--- src/shared/tci_pkg.sv ---
// Constants and encodings shared by the timer capture/compare block and its interconnect.
// Assumes a single clock domain; all selector and pin inputs are synchronous to it.
package tci_pkg;
  localparam int CNT_W = 16;
  localparam int NUM_CH = 3;
  localparam int NUM_PADS = 4;
  localparam logic [CNT_W-1:0] CNT_RST = 16'h0000;
  localparam logic [CNT_W-1:0] CNT_MAX = 16'hFFFF;
  localparam logic [CNT_W-1:0] CNT_ONE = 16'h0001;
  // Pad positions: group zero first, remapped group second
  localparam int PAD_G0_CH1 = 0;
  localparam int PAD_G0_CH2 = 1;
  localparam int PAD_G1_CH1 = 2;
  localparam int PAD_G1_CH2 = 3;
  localparam logic [NUM_PADS-1:0] PADS_OFF = 4'hF;
  // Capture edge field bits
  localparam int EDGE_RISE_BIT = 0;
  localparam int EDGE_FALL_BIT = 1;
  // Counting modes, Gray ordered stop, up, continuous, up/down
  typedef enum logic [1:0] {
    MODE_STOP = 2'h0,
    MODE_UP = 2'h1,
    MODE_CONT = 2'h3,
    MODE_UPDN = 2'h2
  } tci_mode_e;
  // Counter clock sources
  typedef enum logic [1:0] {
    CLK_EXT = 2'h0,
    CLK_AUX = 2'h1,
    CLK_SUB = 2'h2,
    CLK_TOUCH = 2'h3
  } tci_clk_src_e;
  // Capture input choice
  typedef enum logic [1:0] {
    CAP_IN_A = 2'h0,
    CAP_IN_B = 2'h1,
    CAP_IN_GND = 2'h2,
    CAP_IN_VCC = 2'h3
  } tci_cap_in_e;
  // Infrared modulation mode and data source
  localparam logic IR_MODE_ASK = 1'b0;
  localparam logic IR_SRC_SERIAL = 1'b0;
endpackage

--- src/hdl/tci_cc_channel.sv ---
// One capture/compare channel: compare register, capture logic, output unit.
// Assumes the counter value and its update strobe come from flip-flops of the parent.
`timescale 1ns/1ns
`default_nettype none
module tci_cc_channel #(
  parameter int W = tci_pkg::CNT_W
) (
  // Clock and reset
  input wire logic clk_sys,
  input wire logic rst_n,
  // Counter view
  input wire logic [W-1:0] count,
  input wire logic count_upd,
  input wire logic period_hit,
  // Configuration
  input wire logic cap_mode,
  input wire logic [1:0] cap_edge,
  input wire logic [1:0] cap_in_sel,
  input wire logic cci_a,
  input wire logic cci_b,
  input wire logic cc_wr,
  input wire logic [W-1:0] cc_wdata,
  input wire logic out_mode,
  input wire logic out_bit,
  // Results
  output logic [W-1:0] cc_value,
  output logic cc_event,
  output logic cc_out
);
  logic cap_in;
  logic edge_hit;
  logic match;
  logic cap_prev_reg, cap_prev_next;
  logic [W-1:0] ccr_reg, ccr_next;
  logic event_reg, event_next;
  logic out_reg, out_next;

  // Capture, compare and output next state
  always_comb begin
    unique case (cap_in_sel)
      tci_pkg::CAP_IN_A: cap_in = cci_a;
      tci_pkg::CAP_IN_B: cap_in = cci_b;
      tci_pkg::CAP_IN_GND: cap_in = 1'b0;
      tci_pkg::CAP_IN_VCC: cap_in = 1'b1;
    endcase
    // Switching the selector can itself look like an edge
    edge_hit = (cap_edge[tci_pkg::EDGE_RISE_BIT] & cap_in & ~cap_prev_reg) |
               (cap_edge[tci_pkg::EDGE_FALL_BIT] & ~cap_in & cap_prev_reg);
    match = count_upd & (count == ccr_reg);
    cap_prev_next = cap_in;
    ccr_next = ccr_reg;
    event_next = 1'b0;
    out_next = out_reg;
    if (cap_mode) begin
      if (edge_hit) begin
        ccr_next = count;
        event_next = 1'b1;
      end
    end else begin
      if (cc_wr) begin
        ccr_next = cc_wdata;
      end
      if (match) begin
        event_next = 1'b1;
      end
    end
    // Reset/set PWM: own match clears, period restart sets; clear wins
    if (!out_mode) begin
      out_next = out_bit;
    end else if (match) begin
      out_next = 1'b0;
    end else if (period_hit) begin
      out_next = 1'b1;
    end
  end

  // Register stage
  always_ff @(posedge clk_sys or negedge rst_n) begin
    if (!rst_n) begin
      cap_prev_reg <= 1'b0;
      ccr_reg <= '0;
      event_reg <= 1'b0;
      out_reg <= 1'b0;
    end else begin
      cap_prev_reg <= cap_prev_next;
      ccr_reg <= ccr_next;
      event_reg <= event_next;
      out_reg <= out_next;
    end
  end

  assign cc_value = ccr_reg;
  assign cc_event = event_reg;
  assign cc_out = out_reg;

  // Checks
  property p_cap_take;
    @(posedge clk_sys) disable iff (!rst_n)
      (cap_mode && edge_hit) |=> (ccr_reg == $past(count)) && event_reg;
  endproperty
  a_cap_take: assert property (p_cap_take) else $error("capture lost");
  property p_pwm_clear;
    @(posedge clk_sys) disable iff (!rst_n)
      (out_mode && match) |=> !out_reg;
  endproperty
  a_pwm_clear: assert property (p_pwm_clear) else $error("pwm not cleared");
  // Period restart sets the output only when the own match is absent
  property p_pwm_set;
    @(posedge clk_sys) disable iff (!rst_n)
      (out_mode && period_hit && !match) |=> out_reg;
  endproperty
  a_pwm_set: assert property (p_pwm_set) else $error("pwm not set");
  c_capture: cover property (@(posedge clk_sys) disable iff (!rst_n) cap_mode && edge_hit);
endmodule
`default_nettype wire

--- src/hdl/tci_timer_ccr_interconnect.sv ---
// Timer counter, three capture/compare channels and their on-chip wiring:
// clock select, capture routing with pin remap, infrared modulation, pad high-impedance.
// Assumes all sources, pins and controls are synchronous to clk_sys.
`timescale 1ns/1ns
`default_nettype none
module tci_timer_ccr_interconnect #(
  parameter int W = tci_pkg::CNT_W,
  parameter int NCH = tci_pkg::NUM_CH
) (
  // Clock and reset
  input wire logic clk_sys,
  input wire logic rst_n,
  // Counter clock sources and control
  input wire logic ext_timer_clock,
  input wire logic aux_clock,
  input wire logic subsystem_clock,
  input wire logic touch_block_clock,
  input wire logic [1:0] clk_src_sel,
  input wire logic [1:0] count_mode,
  input wire logic timer_clear,
  // Channel configuration
  input wire logic [NCH-1:0] cap_mode,
  input wire logic [2*NCH-1:0] cap_edge,
  input wire logic [2*NCH-1:0] cap_in_sel,
  input wire logic [NCH-1:0] cc_wr,
  input wire logic [W-1:0] cc_wdata,
  input wire logic [NCH-1:0] out_mode,
  input wire logic [NCH-1:0] out_bit,
  // Internal event sources
  input wire logic rtc_overflow_evt,
  input wire logic comparator_out,
  input wire logic touch_capture_in,
  // Pads, group zero then remapped group
  input wire logic [3:0] pad_in,
  input wire logic [3:0] pin_function_select,
  input wire logic timer_pin_remap_sel,
  output logic [3:0] pad_out,
  output logic [3:0] pad_oe_n,
  // High-impedance trigger
  input wire logic hiz_trigger_sel,
  input wire logic hiz_ext_pin,
  output logic hiz_request,
  // Infrared modulation of serial transmit
  input wire logic serial_tx_in,
  input wire logic infrared_enable,
  input wire logic infrared_polarity_sel,
  input wire logic infrared_mode_sel,
  input wire logic infrared_data_source_sel,
  input wire logic infrared_sw_data_bit,
  output logic serial_tx_dataout_pin,
  // Results and interrupt pulses
  output logic [W-1:0] count_value,
  output logic [W-1:0] cc_channel_zero,
  output logic [W-1:0] cc_channel_one,
  output logic [W-1:0] cc_channel_two,
  output logic overflow_irq,
  output logic [NCH-1:0] cc_irq,
  output logic adc_trigger
);
  logic [W-1:0] cc_val [NCH];
  logic [NCH-1:0] cc_out;
  logic [NCH-1:0] cci_a;
  logic [NCH-1:0] cci_b;
  logic src_lvl;
  logic tick;
  logic period_hit;
  logic hiz_next;
  logic ir_data;
  logic ir_mod;
  logic [3:0] pad_src;
  logic src_prev_reg, src_prev_next;
  logic [W-1:0] count_reg, count_next;
  logic down_reg, down_next;
  logic upd_reg, upd_next;
  logic ovf_reg, ovf_next;
  logic hiz_reg;
  logic [3:0] pad_out_reg, pad_out_next;
  logic [3:0] pad_oe_n_reg, pad_oe_n_next;
  logic tx_reg, tx_next;
  logic adc_reg, adc_next;

  // Capture routing; channel zero input A is the real-time counter overflow
  always_comb begin
    cci_a[0] = rtc_overflow_evt;
    cci_b[0] = aux_clock;
    cci_a[1] = timer_pin_remap_sel ? pad_in[tci_pkg::PAD_G1_CH1] : pad_in[tci_pkg::PAD_G0_CH1];
    cci_a[2] = timer_pin_remap_sel ? pad_in[tci_pkg::PAD_G1_CH2] : pad_in[tci_pkg::PAD_G0_CH2];
    cci_b[1] = comparator_out;
    cci_b[2] = touch_capture_in;
  end

  // One channel per compare register
  genvar gi;
  generate
    for (gi = 0; gi < NCH; gi++) begin : g_ch
      tci_cc_channel #(.W(W)) u_ch (
        .clk_sys(clk_sys),
        .rst_n(rst_n),
        .count(count_reg),
        .count_upd(upd_reg),
        .period_hit(period_hit),
        .cap_mode(cap_mode[gi]),
        .cap_edge(cap_edge[2*gi+:2]),
        .cap_in_sel(cap_in_sel[2*gi+:2]),
        .cci_a(cci_a[gi]),
        .cci_b(cci_b[gi]),
        .cc_wr(cc_wr[gi]),
        .cc_wdata(cc_wdata),
        .out_mode(out_mode[gi]),
        .out_bit(out_bit[gi]),
        .cc_value(cc_val[gi]),
        .cc_event(cc_irq[gi]),
        .cc_out(cc_out[gi])
      );
    end
  endgenerate

  // Counter: source edge detect and mode sequencing
  always_comb begin
    unique case (clk_src_sel)
      tci_pkg::CLK_EXT: src_lvl = ext_timer_clock;
      tci_pkg::CLK_AUX: src_lvl = aux_clock;
      tci_pkg::CLK_SUB: src_lvl = subsystem_clock;
      tci_pkg::CLK_TOUCH: src_lvl = touch_block_clock;
    endcase
    src_prev_next = src_lvl;
    // Sources up to half of clk_sys only; faster ones alias
    tick = src_lvl & ~src_prev_reg & (count_mode != tci_pkg::MODE_STOP);
    period_hit = upd_reg & (count_reg == cc_val[0]);
    count_next = count_reg;
    down_next = down_reg;
    ovf_next = 1'b0;
    upd_next = tick;
    if (timer_clear) begin
      count_next = tci_pkg::CNT_RST;
      down_next = 1'b0;
      upd_next = 1'b0;
    end else if (tick) begin
      unique case (count_mode)
        tci_pkg::MODE_UP: begin
          // Beyond the period, restart rather than run to the top
          if (count_reg >= cc_val[0]) begin
            count_next = tci_pkg::CNT_RST;
            ovf_next = 1'b1;
          end else begin
            count_next = W'(count_reg + tci_pkg::CNT_ONE);
          end
        end
        tci_pkg::MODE_CONT: begin
          count_next = W'(count_reg + tci_pkg::CNT_ONE);
          ovf_next = (count_reg == tci_pkg::CNT_MAX);
        end
        tci_pkg::MODE_UPDN: begin
          if (!down_reg && count_reg >= cc_val[0]) begin
            down_next = 1'b1;
            count_next = W'(count_reg - tci_pkg::CNT_ONE);
          end else if (down_reg && count_reg == tci_pkg::CNT_RST) begin
            down_next = 1'b0;
            count_next = W'(count_reg + tci_pkg::CNT_ONE);
            ovf_next = 1'b1;
          end else if (down_reg) begin
            count_next = W'(count_reg - tci_pkg::CNT_ONE);
          end else begin
            count_next = W'(count_reg + tci_pkg::CNT_ONE);
          end
        end
        tci_pkg::MODE_STOP: count_next = count_reg;
      endcase
    end
  end

  // Pads, high-impedance trigger, infrared and ADC trigger
  always_comb begin
    hiz_next = hiz_trigger_sel ? hiz_ext_pin : comparator_out;
    // Channel zero has no pad; both groups carry channels one and two
    pad_src = {cc_out[2], cc_out[1], cc_out[2], cc_out[1]};
    for (int i = 0; i < tci_pkg::NUM_PADS; i++) begin
      pad_oe_n_next[i] = hiz_next | ~pin_function_select[i];
      pad_out_next[i] = pin_function_select[i] & ~hiz_next & pad_src[i];
    end
    ir_data = (infrared_data_source_sel == tci_pkg::IR_SRC_SERIAL) ?
              serial_tx_in : infrared_sw_data_bit;
    // ASK gates the channel one carrier; FSK picks carrier one or two
    if (infrared_mode_sel == tci_pkg::IR_MODE_ASK) begin
      ir_mod = ir_data & cc_out[1];
    end else begin
      ir_mod = ir_data ? cc_out[1] : cc_out[2];
    end
    tx_next = infrared_enable ? (ir_mod ^ infrared_polarity_sel) : serial_tx_in;
    adc_next = cc_out[1];
  end

  // Register stage
  always_ff @(posedge clk_sys or negedge rst_n) begin
    if (!rst_n) begin
      src_prev_reg <= 1'b0;
      count_reg <= tci_pkg::CNT_RST;
      down_reg <= 1'b0;
      upd_reg <= 1'b0;
      ovf_reg <= 1'b0;
      hiz_reg <= 1'b0;
      pad_out_reg <= '0;
      pad_oe_n_reg <= tci_pkg::PADS_OFF;
      tx_reg <= 1'b1;
      adc_reg <= 1'b0;
    end else begin
      src_prev_reg <= src_prev_next;
      count_reg <= count_next;
      down_reg <= down_next;
      upd_reg <= upd_next;
      ovf_reg <= ovf_next;
      hiz_reg <= hiz_next;
      pad_out_reg <= pad_out_next;
      pad_oe_n_reg <= pad_oe_n_next;
      tx_reg <= tx_next;
      adc_reg <= adc_next;
    end
  end

  assign count_value = count_reg;
  assign cc_channel_zero = cc_val[0];
  assign cc_channel_one = cc_val[1];
  assign cc_channel_two = cc_val[2];
  assign overflow_irq = ovf_reg;
  assign hiz_request = hiz_reg;
  assign pad_out = pad_out_reg;
  assign pad_oe_n = pad_oe_n_reg;
  assign serial_tx_dataout_pin = tx_reg;
  assign adc_trigger = adc_reg;

  // Checks
  property p_up_wrap;
    @(posedge clk_sys) disable iff (!rst_n)
      (tick && !timer_clear && count_mode == tci_pkg::MODE_UP && count_reg == cc_val[0])
      |=> (count_reg == tci_pkg::CNT_RST) && ovf_reg;
  endproperty
  a_up_wrap: assert property (p_up_wrap) else $error("up mode wrap wrong");
  property p_cont_wrap;
    @(posedge clk_sys) disable iff (!rst_n)
      (tick && !timer_clear && count_mode == tci_pkg::MODE_CONT && count_reg == tci_pkg::CNT_MAX)
      |=> (count_reg == tci_pkg::CNT_RST) && ovf_reg ##1 !ovf_reg;
  endproperty
  a_cont_wrap: assert property (p_cont_wrap) else $error("overflow pulse wrong");
  property p_hiz_all;
    @(posedge clk_sys) disable iff (!rst_n)
      hiz_reg |-> (pad_oe_n_reg == tci_pkg::PADS_OFF) && (pad_out_reg == '0);
  endproperty
  a_hiz_all: assert property (p_hiz_all) else $error("pad driven while floated");
  property p_hiz_src;
    @(posedge clk_sys) disable iff (!rst_n)
      (!hiz_trigger_sel && comparator_out) or (hiz_trigger_sel && hiz_ext_pin) |=> hiz_reg;
  endproperty
  a_hiz_src: assert property (p_hiz_src) else $error("trigger source ignored");
  property p_both_groups;
    @(posedge clk_sys) disable iff (!rst_n)
      (pin_function_select[0] && pin_function_select[2] && !hiz_next)
      |=> !pad_oe_n_reg[0] && !pad_oe_n_reg[2] && (pad_out_reg[0] == pad_out_reg[2]);
  endproperty
  a_both_groups: assert property (p_both_groups) else $error("groups differ");
  property p_fsel_off;
    @(posedge clk_sys) disable iff (!rst_n)
      !pin_function_select[1] |=> pad_oe_n_reg[1] && !pad_out_reg[1];
  endproperty
  a_fsel_off: assert property (p_fsel_off) else $error("unselected pad driven");
  property p_ir_off;
    @(posedge clk_sys) disable iff (!rst_n)
      !infrared_enable |=> serial_tx_dataout_pin == $past(serial_tx_in);
  endproperty
  a_ir_off: assert property (p_ir_off) else $error("tx not passed through");
  property p_ir_ask_zero;
    @(posedge clk_sys) disable iff (!rst_n)
      (infrared_enable && infrared_data_source_sel && !infrared_sw_data_bit &&
       infrared_mode_sel == tci_pkg::IR_MODE_ASK) |=> tx_reg == $past(infrared_polarity_sel);
  endproperty
  a_ir_ask_zero: assert property (p_ir_ask_zero) else $error("ask idle level wrong");
  property p_adc_follow;
    @(posedge clk_sys) disable iff (!rst_n)
      $changed(cc_out[1]) |=> adc_reg == $past(cc_out[1]);
  endproperty
  a_adc_follow: assert property (p_adc_follow) else $error("adc trigger lags");
  c_overflow: cover property (@(posedge clk_sys) disable iff (!rst_n) ovf_reg);
  c_hiz: cover property (@(posedge clk_sys) disable iff (!rst_n) hiz_reg);
  c_ir_fsk: cover property (@(posedge clk_sys) disable iff (!rst_n)
    infrared_enable && infrared_mode_sel && tx_reg);
endmodule
`default_nettype wire

--- config.mk ---
export PLATFORM = sky130hd
export DESIGN_NAME = tci_timer_ccr_interconnect
export DESIGN_NICKNAME = d
export VERILOG_FILES = /design/src/shared/tci_pkg.sv /design/src/hdl/tci_cc_channel.sv /design/src/hdl/tci_timer_ccr_interconnect.sv
export SDC_FILE = /design/constraint.sdc
export NUM_CORES = 1
export LEC_CHECK = 0
export BUFFER_PORTS_ARGS = -buffer_cell sky130_fd_sc_hd__buf_2
export CORE_UTILIZATION = 32
export CTS_BUF_LIST = sky130_fd_sc_hd__clkbuf_16
export DETAILED_ROUTE_END_ITERATION = 10
export PLACE_DENSITY_LB_ADDON = 0.15
export SYNTH_ARGS = -nofsm -noshare
export SYNTH_HDL_FRONTEND = slang
export SYNTH_SLANG_ARGS = --single-unit
--- constraint.sdc ---
create_clock -name clk_sys -period 3.3 [get_ports clk_sys]
set_input_delay 0.165 -clock clk_sys [delete_from_list [all_inputs] [get_ports clk_sys]]
set_output_delay 0.165 -clock clk_sys [all_outputs]
set_load 0.03 [all_outputs]
==> impl_metrics.tcl, run 1 <==
set metrics [dict create \
    run_status "complete, no violations" \
    routabilityCongestion 0.8495 \
    antenna_violating_nets_post_route 0 \
    worstPathArrival_ns 3.09 \
    setup.worst_path.end_class "flop" \
    drt-total-wl_um 17130 \
    maximum_ir_drop_on_the_vdd_rail_uv 251.0 \
    setup.reg_to_reg.worst_slack_ns 0.44 \
    area_growth_syn_to_layout_pct 25.46 \
    placed_cells_incl_taps 948 \
    wl_per_cell_um 17.70 \
    numClockSinks 87 \
    final_period_minus_worst_setup_slack_ns 2.860 \
    fin_cells 968 \
    syn-cell-area_mm2 0.005421 \
    ctsLongestPathBuffers 2 \
    startpoint_type "flop" \
    post-synth-top-area-fraction_pct 37.85 \
    cts.reportedPaths.clkPinSlew_ns 0.07 \
    net_count_after_synthesis 687 \
    synth_edf_count 0 \
    yosys-top-cells-area "sky130_fd_sc_hd__dfrtp_1, sky130_fd_sc_hd__mux2i_1, sky130_fd_sc_hd__ha_1, sky130_fd_sc_hd__a21oi_1, sky130_fd_sc_hd__xnor2_1" \
    power_density_mw_per_mm2 592.2 \
    route.detailed.drc 0 \
    boundaryPins 150 \
    worstHoldPathType "primary input to async pin" \
    number_of_antenna_violations_at_the_first_check_in_global_routing 0 \
    netlist_instances 597 \
    path_class "flop to flop" \
    rsz0062_at_grt "no" \
    detail_route.vias_per_cell 5.182 \
    first_pass_iters 5 \
    insertedDiodeCount 0 \
    post_detail_place_hpwl_um 13060 \
    synth.lib_cells_used.distinct 59 \
    tightest_hold_margin_ns 0.02516 \
    max_ffs_per_register 48 \
    grt_pass1_vias 5067 \
    detailedRoute.firstIterationViolations 327 \
    worst_setup_skew_after_layout_ns 0.007674 \
    fp-row-count 47 \
    p_leak_nw 3.274 \
    avgSynthCellArea_um2 9.081 \
    timing.critical_path.from "count_value[11]" \
    tightestPinTransition_ns 1.120 \
    grt_remaining_overflow 0 \
    drive_above_1_share_pct 28.34 \
    floorplan.die_area_mm2 0.01747 \
    worst_skew_pair.late_latency_ns 0.34 \
    r2r_start "count_value[11]" \
    grt_util_all_layers_pct 20.26 \
    cp.required_ns 3.53 \
    tritoncts "yes" \
    fin_crit_share_pct 86.68 \
    max-cap-violations 0 \
    maxSlewViolCount 0 \
    fp.coreArea_mm2 0.01658 \
    die-width_um 132.2 \
    io_buffer_count 147 \
    timing.final.hold_violations 0 \
    asyncSetResetFlopFracSynth_pct 100.0 \
    setup_viol_count_final 0 \
    htreeDepth 3 \
    design.final.nets 833 \
    grt_pass1_wl_um 27600 \
    synthDominantAreaCellType "sky130_fd_sc_hd__dfrtp_1" \
    postSynthRegisterBits 87 \
    cts-buffers-inserted 9 \
    grt_max_degree 86 \
    overall_power_after_layout_w 0.004028 \
    timing.critical_path.fanout_max 18 \
    die_h_um 132.2 \
    cts-root-buf "sky130_fd_sc_hd__clkbuf_16" \
    start_util_pct 32.69 \
    fmaxAchievable_ghz 0.3496 \
    critPathCapture "count_value[13]" \
    synthesis.yosys.warnings 0 \
    rr_worst_depth 8 \
    synth_seq_area_share_pct 40.27 \
    r2r_end "count_value[13]" \
    maxSlewHeadroom_pct 25.34 \
    timing.setup.tns_ns 0 \
    detailroute.via_count 5016 \
    synth-main-ff-cell "sky130_fd_sc_hd__dfrtp_1" \
]
## layer usage
| metal | vias to the layer above | routed length (um) | global-route usage [%] |
|---|---|---|---|
| met5 | - | 0 | 0 |
| met4 | 0 | 290 | 6.008 |
| met3 | 21 | 956 | 3.614 |
| met2 | 180 | 8165 | 33.07 |
| met1 | 2386 | 7720 | 27.29 |
| li1 | 2429 | - | - |
## layout by cell type, fill, tap and decap left out, types with 9 or more instances in the layout
cell / count
sky130_fd_sc_hd__ha_1: 19
sky130_fd_sc_hd__dfrtp_1: 82
sky130_fd_sc_hd__a21oi_1: 47
sky130_fd_sc_hd__nand4_1: 17
sky130_fd_sc_hd__nand2_1: 52
sky130_fd_sc_hd__buf_2: 146
sky130_fd_sc_hd__nand3_1: 13
sky130_fd_sc_hd__nor4_1: 9
sky130_fd_sc_hd__buf_4: 24
sky130_fd_sc_hd__mux2i_1: 53
sky130_fd_sc_hd__o21ai_0: 36
sky130_fd_sc_hd__nor3_1: 15
sky130_fd_sc_hd__clkbuf_16: 9
sky130_fd_sc_hd__inv_1: 27
sky130_fd_sc_hd__a31oi_1: 10
sky130_fd_sc_hd__nor2_1: 52
sky130_fd_sc_hd__xnor2_1: 25
## worst min path at each step
stage | startpoint | slack [ns] | endpoint | cells past startpoint
after detailed placement | pin_function_select[0] | 0.31 | pad_oe_n[0] | 2
after CTS | timer_clear | 0.02 | count_value[1] | 2
after floorplan | rst_n | -0.13 | adc_trigger | 0
after global placement | pin_function_select[2] | 0.30 | pad_oe_n[2] | 2
after global routing | timer_clear | 0.04 | count_value[1] | 2
final | rst_n | 0.03 | g_ch[1].u_ch.cc_value[3] | 1
## final cells by class
type / count / area, um2
sequential: 87 / 2183
clock inverter: 7 / 78.83
multi-input combinational: 443 / 2967
clock buffer: 9 / 225.2
timing repair buffer: 175 / 970.9
inverter: 27 / 101.3
tap: 220 / 275.3
fill: 1701 / 9782
## what timing repair did
item,4_1_cts,5_1_grt
hold buffers,4,0
endpoints found under the hold margin,4,0
buffers inserted,0,0
gates resized for setup,0,0
## Yosys cell counts, types with 5 or more instances
cell type,n
sky130_fd_sc_hd__a211oi_1,5
sky130_fd_sc_hd__a21oi_1,47
sky130_fd_sc_hd__a31oi_1,10
sky130_fd_sc_hd__and3_1,8
sky130_fd_sc_hd__buf_1,6
sky130_fd_sc_hd__clkbuf_1,26
sky130_fd_sc_hd__dfrtp_1,82
sky130_fd_sc_hd__dfstp_2,5
sky130_fd_sc_hd__ha_1,19
sky130_fd_sc_hd__inv_1,27
sky130_fd_sc_hd__mux2_2,6
sky130_fd_sc_hd__mux2i_1,53
sky130_fd_sc_hd__nand2_1,52
sky130_fd_sc_hd__nand2b_1,5
sky130_fd_sc_hd__nand3_1,13
sky130_fd_sc_hd__nand4_1,17
sky130_fd_sc_hd__nor2_1,52
sky130_fd_sc_hd__nor3_1,15
sky130_fd_sc_hd__nor4_1,9
sky130_fd_sc_hd__o21ai_0,37
sky130_fd_sc_hd__xnor2_1,25
sky130_fd_sc_hd__xor2_1,8
## logic make-up (layout without fill, tap and decap cells)
| family | after synthesis | count (layout) | share of synthesized area [%] |
|---|---|---|---|
| adders and majority gates | 19 | 19 | 4.385 |
| and+or+nand+nor | 193 | 193 | 17.61 |
| AOI/OAI and AO/OA | 138 | 138 | 15.88 |
| DFF | 87 | 87 | 40.27 |
| buffers and inverters | 67 | 218 | 5.077 |
| xor gates and xnor gates | 33 | 33 | 5.331 |
| muxes | 60 | 60 | 11.45 |
## critical path, cell delays in order (launching register included)
cell and delay, ns:
sky130_fd_sc_hd__dfrtp_1 0.54, sky130_fd_sc_hd__ha_1 0.39, sky130_fd_sc_hd__nand4_1 0.11, sky130_fd_sc_hd__or3b_1 0.42, sky130_fd_sc_hd__a21o_4 0.24, sky130_fd_sc_hd__and4_4 0.23
sky130_fd_sc_hd__or4_4 0.54, sky130_fd_sc_hd__a41oi_2 0.20, sky130_fd_sc_hd__o31ai_2 0.08
## power breakdown
group	total [W]	switching [W]	internal, W	leakage, nW
combinational	0.00159	0.00103	0.000560	2.05
sequential	0.00139	0.000167	0.00123	1.08
clock	0.00105	0.000454	0.000596	0.146
total	0.00403	0.00165	0.00238	3.27
## per-stage QoR
stage	util (%)	setup WS (ns)	cell area, um2
floorplan	-	0.3655	5421
global placement	38.94	0.4815	6457
detailed placement	38.94	0.4729	6457
CTS	41.01	0.4651	6802
global route	41.01	0.2976	6802
finish	41.01	0.4397	6802
No activity file was read; power rests on OpenSTA's default activity.
==> run 2: changes to the inputs <==
- ABC_AREA: not set -> 1
==> run 2 against run 1 <==
Compared with the run above:
- clock power barely moved
- via count is 17% higher
- worst setup slack improved by 0.46 ns
- the run now ends with hold timing left
- cell area grew 7.1%
- count of clock-buffer cells in the layout unchanged
- critical path depth increased by 4
- sequential cell count unchanged
- utilization is 1.1 points lower
- combinational power down 36%
==> impl_metrics.tcl, run 2 <==
set metrics [dict create \
    run_status "complete, but fails checks" \
    violated_checks "hold timing" \
    postSynthRegisterBits 87 \
    grt_max_degree 77 \
    htreeDepth 3 \
    synth.lib_cells_used.distinct 44 \
    synth_edf_count 0 \
    asyncSetResetFlopFracSynth_pct 100.0 \
    timing.critical_path.max_delay_family "simple AND/OR/NAND/NOR gates" \
    power_density_mw_per_mm2 455.8 \
    yosysMostFrequentCell "sky130_fd_sc_hd__nand2_1" \
    ctsLongestPathBuffers 2 \
    synthesis.yosys.warnings 0 \
    insertedDiodeCount 0 \
    synthDominantAreaCellType "sky130_fd_sc_hd__dfrtp_1" \
    boundaryPins 150 \
    combinational_family_with_the_most_area_after_synthesis "simple AND/OR/NAND/NOR gates" \
    synth_compound_gate_area_share_pct 14.02 \
    worstPathArrival_ns 2.69 \
    buffer_and_inverter_count_on_the_worst_path 1 \
    antenna_violating_nets_post_route 0 \
    fin_crit_share_pct 72.71 \
    avgSynthCellArea_um2 7.306 \
    post_detail_place_hpwl_um 15220 \
    detailroute.via_count 5869 \
    max-cap-violations 0 \
    critical_path.most_common_cell "sky130_fd_sc_hd__nand2_1" \
    timing.critical_path.fanout_max 11 \
    timing.final.hold_violations 14 \
    timing.setup.tns_ns 0 \
    cts-root-buf "sky130_fd_sc_hd__clkbuf_16" \
    p_leak_nw 3.855 \
    startpoint_type "flop" \
    maximum_ir_drop_on_the_vdd_rail_uv 233.6 \
    grt_util_all_layers_pct 21.38 \
    worstHoldPathType "primary input to async pin" \
    syn-cell-area_mm2 0.006050 \
    synth_adder_area_share_pct 3.930 \
    post-synth-top-area-fraction_pct 33.92 \
    synth_xor_area_share_pct 5.502 \
    die-width_um 139.5 \
    layout.cells.most_common "sky130_fd_sc_hd__nand2_1" \
    tritoncts "yes" \
    fp-row-count 49 \
    setup_viol_count_final 0 \
    yosys-top-cells-area "sky130_fd_sc_hd__dfrtp_1, sky130_fd_sc_hd__nand2_1, sky130_fd_sc_hd__inv_1, sky130_fd_sc_hd__nor2_1, sky130_fd_sc_hd__o211ai_1" \
    tightest_hold_margin_ns -0.01931 \
    wl_per_cell_um 16.74 \
    cts-resized-gates 0 \
    drive_above_1_share_pct 24.20 \
    rsz0062_at_grt "no" \
    number_of_antenna_violations_at_the_first_check_in_global_routing 0 \
    fp.coreArea_mm2 0.01827 \
    grt_pass1_wl_um 31390 \
    synth_seq_area_share_pct 36.09 \
    route.detailed.drc 0 \
    final_period_minus_worst_setup_slack_ns 2.400 \
    synth_commonest_cells "sky130_fd_sc_hd__nand2_1, sky130_fd_sc_hd__inv_1, sky130_fd_sc_hd__dfrtp_1, sky130_fd_sc_hd__nor2_1, sky130_fd_sc_hd__o21ai_0" \
    setup.worst_path.end_class "flop" \
    cts-buffers-inserted 9 \
    path_class "flop to flop" \
    drt-total-wl_um 20080 \
    crit_path_cell_trace "ha_1, nand2_1, nor2_1, nand2_1, o21ai_1, nor2_2, nand2_4, nand2_2, nand2_4, inv_2, nand2_1, a21oi_2" \
    fmaxAchievable_ghz 0.4167 \
    area_growth_syn_to_layout_pct 20.43 \
    routabilityCongestion 0.8595 \
    net_count_after_synthesis 918 \
    start_util_pct 33.11 \
    n_fill_cell 1969 \
    die_h_um 139.5 \
    tightestPinTransition_ns 1.030 \
    floorplan.die_area_mm2 0.01946 \
    utilization_of_the_core_after_routing_pct 39.88 \
    worst_setup_skew_after_layout_ns 0.008333 \
    cp.required_ns 3.59 \
    detail_route.vias_per_cell 4.891 \
    max_ffs_per_register 48 \
    synthMuxAreaShare_pct 0.1655 \
    worst_path_cell_with_the_longest_stage_delay "sky130_fd_sc_hd__dfrtp_1" \
    yosys.area_share.simple_pct 29.47 \
    grt_pass1_vias 5488 \
    netlist_instances 828 \
    design.final.nets 1056 \
    maxSlewViolCount 0 \
    numClockSinks 87 \
    io_buffer_count 147 \
    crit_path_largest_cell_delay_ns 0.75 \
    synth-main-ff-cell "sky130_fd_sc_hd__dfrtp_1" \
    detailedRoute.firstIterationViolations 415 \
    first_pass_iters 5 \
    cts.reportedPaths.clkPinSlew_ns 0.07 \
    worst_skew_pair.late_latency_ns 0.35 \
    grt_remaining_overflow 0 \
    maxSlewHeadroom_pct 31.34 \
    mostFrequentLayoutCells "sky130_fd_sc_hd__nand2_1, sky130_fd_sc_hd__buf_2, sky130_fd_sc_hd__inv_1" \
]
[run 2: cells by family after synthesis]
family,count (synthesis)
and+or+nand+nor,399
buffers and inverters,145
AOI/OAI and AO/OA,139
DFF,87
xor gates and xnor gates,38
adders and majority gates,19
muxes,1
[run 2: report_power, final]
part           internal, W  switching [W]
combinational     0.000317       0.000692
sequential         0.00119      0.0000999
clock             0.000575       0.000443
[run 2: stage by stage]
| step | area [um2] | worst slack [ns] | total power (W) | std cells |
|---|---|---|---|---|
| floorplan | 6050 | 1.302 | 0.001986 | 828 |
| global placement | 6943 | 0.9199 | 0.002319 | 1178 |
| detailed placement | 6943 | 0.8916 | 0.002323 | 1178 |
| CTS | 7286 | 0.8637 | 0.003366 | 1200 |
| global route | 7286 | 0.7439 | 0.003511 | 1200 |
| finish | 7286 | 0.9004 | 0.003321 | 1200 |
[run 2: timing repair]
item | 4_1_cts | 5_1_grt
endpoints found under the hold margin | 6 | 0
setup buffers | 0 | 0
hold buffers | 6 | 0
[run 2: layout make-up]
| type | count | area [um2] | area share (%) |
|---|---|---|---|
| multi-input combinational | 596 | 3212 | 44.08 |
| sequential | 87 | 2183 | 29.97 |
| timing repair buffer | 172 | 940.9 | 12.91 |
| inverter | 100 | 380.4 | 5.221 |
| tap | 229 | 286.5 | 3.933 |
| clock buffer | 9 | 225.2 | 3.091 |
| clock inverter | 7 | 57.56 | 0.7900 |
[run 2: final timing paths]
kind                                startpoint                         to  slack, ns  cells past startpoint
min in group clk_sys               out_mode[1]        g_ch[1].u_ch.cc_out       0.02                      2
hold reg to reg            g_ch[1].u_ch.cc_out                adc_trigger       0.42                      0
setup / recovery                count_value[2]             count_value[8]       0.90                     12
hold / removal                           rst_n  g_ch[2].u_ch.cc_value[14]      -0.02                      1
max in group asynchronous                rst_n                pad_oe_n[2]       2.45                      2
setup reg to reg                count_value[2]             count_value[8]       0.90                     12
[run 2: layer usage]
| metal | global-route usage (%) | vias up | wire (um) | part of all wire (%) |
|---|---|---|---|---|
| met4 | 5.906 | 0 | 269 | 1.3 |
| met2 | 33.14 | 192 | 8964 | 45 |
| li1 | - | 2954 | - | - |
| met5 | 0 | - | 0 | 0 |
| met1 | 30.21 | 2702 | 9539 | 47 |
| met3 | 4.061 | 21 | 1309 | 6.5 |
==> run 3: changes to the inputs <==
- ABC_AREA: 1 -> 0
- clock period: 3.3 -> 2.3 ns (I/O delays scaled with it)
==> run 3 against run 2 <==
Compared with the run above:
- the flow finishes with violations (setup timing)
- via count down 7.4%
- utilization grew 7.9 points
- critical path depth fell by 4
- cell count decreased by 13%
- combinational power rose to 2.9 times the previous value
- clock skew hardly changed
- sequential share of layout area down 2.2 points
- die area decreased by 10%
- worst setup slack lost 1.1 ns
- total power rose by 93%
- sequential cell count did not move
- largest power group is now combinational cells
==> impl_metrics.tcl, run 3 (synthesis results as in run 1) <==
set metrics [dict create \
    run_status "complete, but fails checks" \
    violated_checks "setup timing" \
    path_class "flop to flop" \
    die_h_um 132.2 \
    placedInstanceArea_mm2 0.006968 \
    numClockSinks 87 \
    cts-root-buf "sky130_fd_sc_hd__clkbuf_16" \
    cp.required_ns 2.55 \
    worst_setup_skew_after_layout_ns 0.008380 \
    drive_above_1_share_pct 43.41 \
    detail_route.vias_per_cell 5.226 \
    final_period_minus_worst_setup_slack_ns 2.535 \
    worstHoldPathType "primary input to flop" \
    final.setup.worst_slack_ns -0.2354 \
    number_of_antenna_violations_at_the_first_check_in_global_routing 0 \
    maximum_ir_drop_on_the_vdd_rail_uv 441.2 \
    timing.critical_path.fanout_max 5 \
    worstHoldEndpoint "g_ch[1].u_ch.cc_out" \
    floorplan.die_area_mm2 0.01747 \
    hold-path-cell-count 2 \
    boundaryPins 150 \
    start_util_pct 32.69 \
    setup_viol_count_final 15 \
    fin_cells 1040 \
    rr_worst_depth 8 \
    layout.cells.most_common "sky130_fd_sc_hd__buf_2" \
    cts.reportedPaths.clkPinSlew_ns 0.07 \
    fmaxAchievable_ghz 0.3944 \
    drt-total-wl_um 18840 \
    first_pass_iters 4 \
    max_ffs_per_register 48 \
    r2r_start "count_value[14]" \
    fin_crit_share_pct 110.2 \
    critical_path.most_common_cell "sky130_fd_sc_hd__and4_4" \
    r2r_end "count_value[1]" \
    ctsLongestPathBuffers 2 \
    io_buffer_count 147 \
    insertedDiodeCount 0 \
    wl_per_cell_um 18.11 \
    setup.worst_path.end_class "flop" \
    area_growth_syn_to_layout_pct 46.16 \
    worst_skew_pair.late_latency_ns 0.35 \
    placed_cells_incl_taps 1003 \
    crit_path_cell_trace "ha_4, and4_4, or3b_1, a21o_4, and4_4, buf_4, or3_4, a311oi_2" \
    crit_path_largest_cell_delay_ns 0.43 \
    design.final.nets 905 \
    power_density_mw_per_mm2 810.1 \
    maxSlewViolCount 0 \
    tritoncts "yes" \
    routabilityCongestion 0.8942 \
    grt_pass1_vias 5298 \
    startpoint_type "flop" \
    post_detail_place_hpwl_um 13900 \
    htreeDepth 3 \
    maxSlewHeadroom_pct 26.16 \
    fp.coreArea_mm2 0.01658 \
    mostFrequentLayoutCells "sky130_fd_sc_hd__buf_2, sky130_fd_sc_hd__buf_4, sky130_fd_sc_hd__dfrtp_1" \
    tightestPinTransition_ns 1.107 \
    p_leak_nw 3.676 \
    grt_pass1_wl_um 28760 \
    max-cap-violations 0 \
    antenna_violating_nets_post_route 0 \
    grt_max_degree 36 \
    timing.final.hold_violations 0 \
    final_area_mm2 0.007924 \
    utilization_of_the_core_after_routing_pct 47.78 \
    detailroute.via_count 5435 \
    worst_path_cell_with_the_longest_stage_delay "sky130_fd_sc_hd__dfrtp_2" \
    die-width_um 132.2 \
    min_from "out_mode[1]" \
    route.detailed.drc 0 \
    grt_util_all_layers_pct 21.21 \
    setup.reg_to_reg.worst_slack_ns -0.24 \
    grt_remaining_overflow 0 \
    worstPathArrival_ns 2.79 \
    fp-row-count 47 \
    detailedRoute.firstIterationViolations 404 \
    rsz0062_at_grt "yes" \
    cts-buffers-inserted 9 \
]
==> run 3: changes by cell type in the layout (fill, tap and decap cells not counted), moves of 24 or more <==
cell,previous run,this run
sky130_fd_sc_hd__o211ai_1,34,4
sky130_fd_sc_hd__inv_1,89,21
sky130_fd_sc_hd__nor2_1,73,49
sky130_fd_sc_hd__buf_4,20,81
sky130_fd_sc_hd__mux2i_1,1,53
sky130_fd_sc_hd__nand2_1,223,49
==> run 3: what timing repair did <==
item,in CTS,in global routing
cloned,1,1
hold endpoints to repair,39,0
setup buffers,4,9
hold buffers,9,0
resized for setup,10,78
setup endpoints to repair,15,17
pin swaps,7,27
==> run 3: through the flow <==
stage          power, W  setup slack (ns)  setup TNS (ns)  hold slack, ns
2_1_floorplan  0.003513           -0.3670          -3.216         -0.1806
3_3_place_gp   0.004534           -0.1993          -1.885          0.1063
3_5_place_dp   0.004567           -0.2529          -2.456          0.1094
4_1_cts        0.006182           -0.2091          -2.483        0.003329
5_1_grt        0.006753           -0.2833          -3.436        0.008442
6_report       0.006419           -0.2354          -2.458         0.01509
==> run 3: worst max-delay path by stage <==
stage / startpoint / endpoint / slack [ns] / cells past startpoint
6_report: count_value[14] / count_value[1] / -0.24 / 8
5_1_grt: count_value[14] / count_value[7] / -0.28 / 8
4_1_cts: count_value[9] / count_value[7] / -0.21 / 10
3_5_place_dp: count_value[14] / count_value[7] / -0.25 / 8
3_3_place_gp: count_value[14] / count_value[13] / -0.20 / 8
2_1_floorplan: g_ch[0].u_ch.cc_value[14] / count_value[13] / -0.37 / 10
==> run 3: metal layers <==
layer	GRT usage [%]	vias up	wire [um]
met5	0	-	0
met4	7.106	0	330
met1	27.78	2634	8307
met3	3.306	26	937
li1	-	2582	-
met2	35.60	193	9263
==> run 3: worst max-delay path: cells and delay by family, from the launching register on <==
family,cells,cell delay (ns)
adders and majority gates,1,0.27
DFF,1,0.43
and+or+nand+nor,4,1.11
buffers and inverters,1,0.14
AOI/OAI and AO/OA,2,0.48
==> run 3: where the power goes <==
part           total (W)  internal (W)  leakage, nW  switching (W)
Combinational    0.00292       0.00113         2.46        0.00179
Clock            0.00154      0.000857        0.146       0.000688
Sequential       0.00195       0.00176         1.06       0.000190
Total            0.00642       0.00375         3.68        0.00267
==> run 3: final cells by class <==
cell class	count	area, um2
Tap cell	220	275.3
Sequential cell	87	2198
Multi-Input combinational cell	444	3460
Inverter	27	101.3
Clock buffer	9	225.2
Clock inverter	7	78.83
Fill cell	1610	8660
Timing Repair Buffer	246	1585
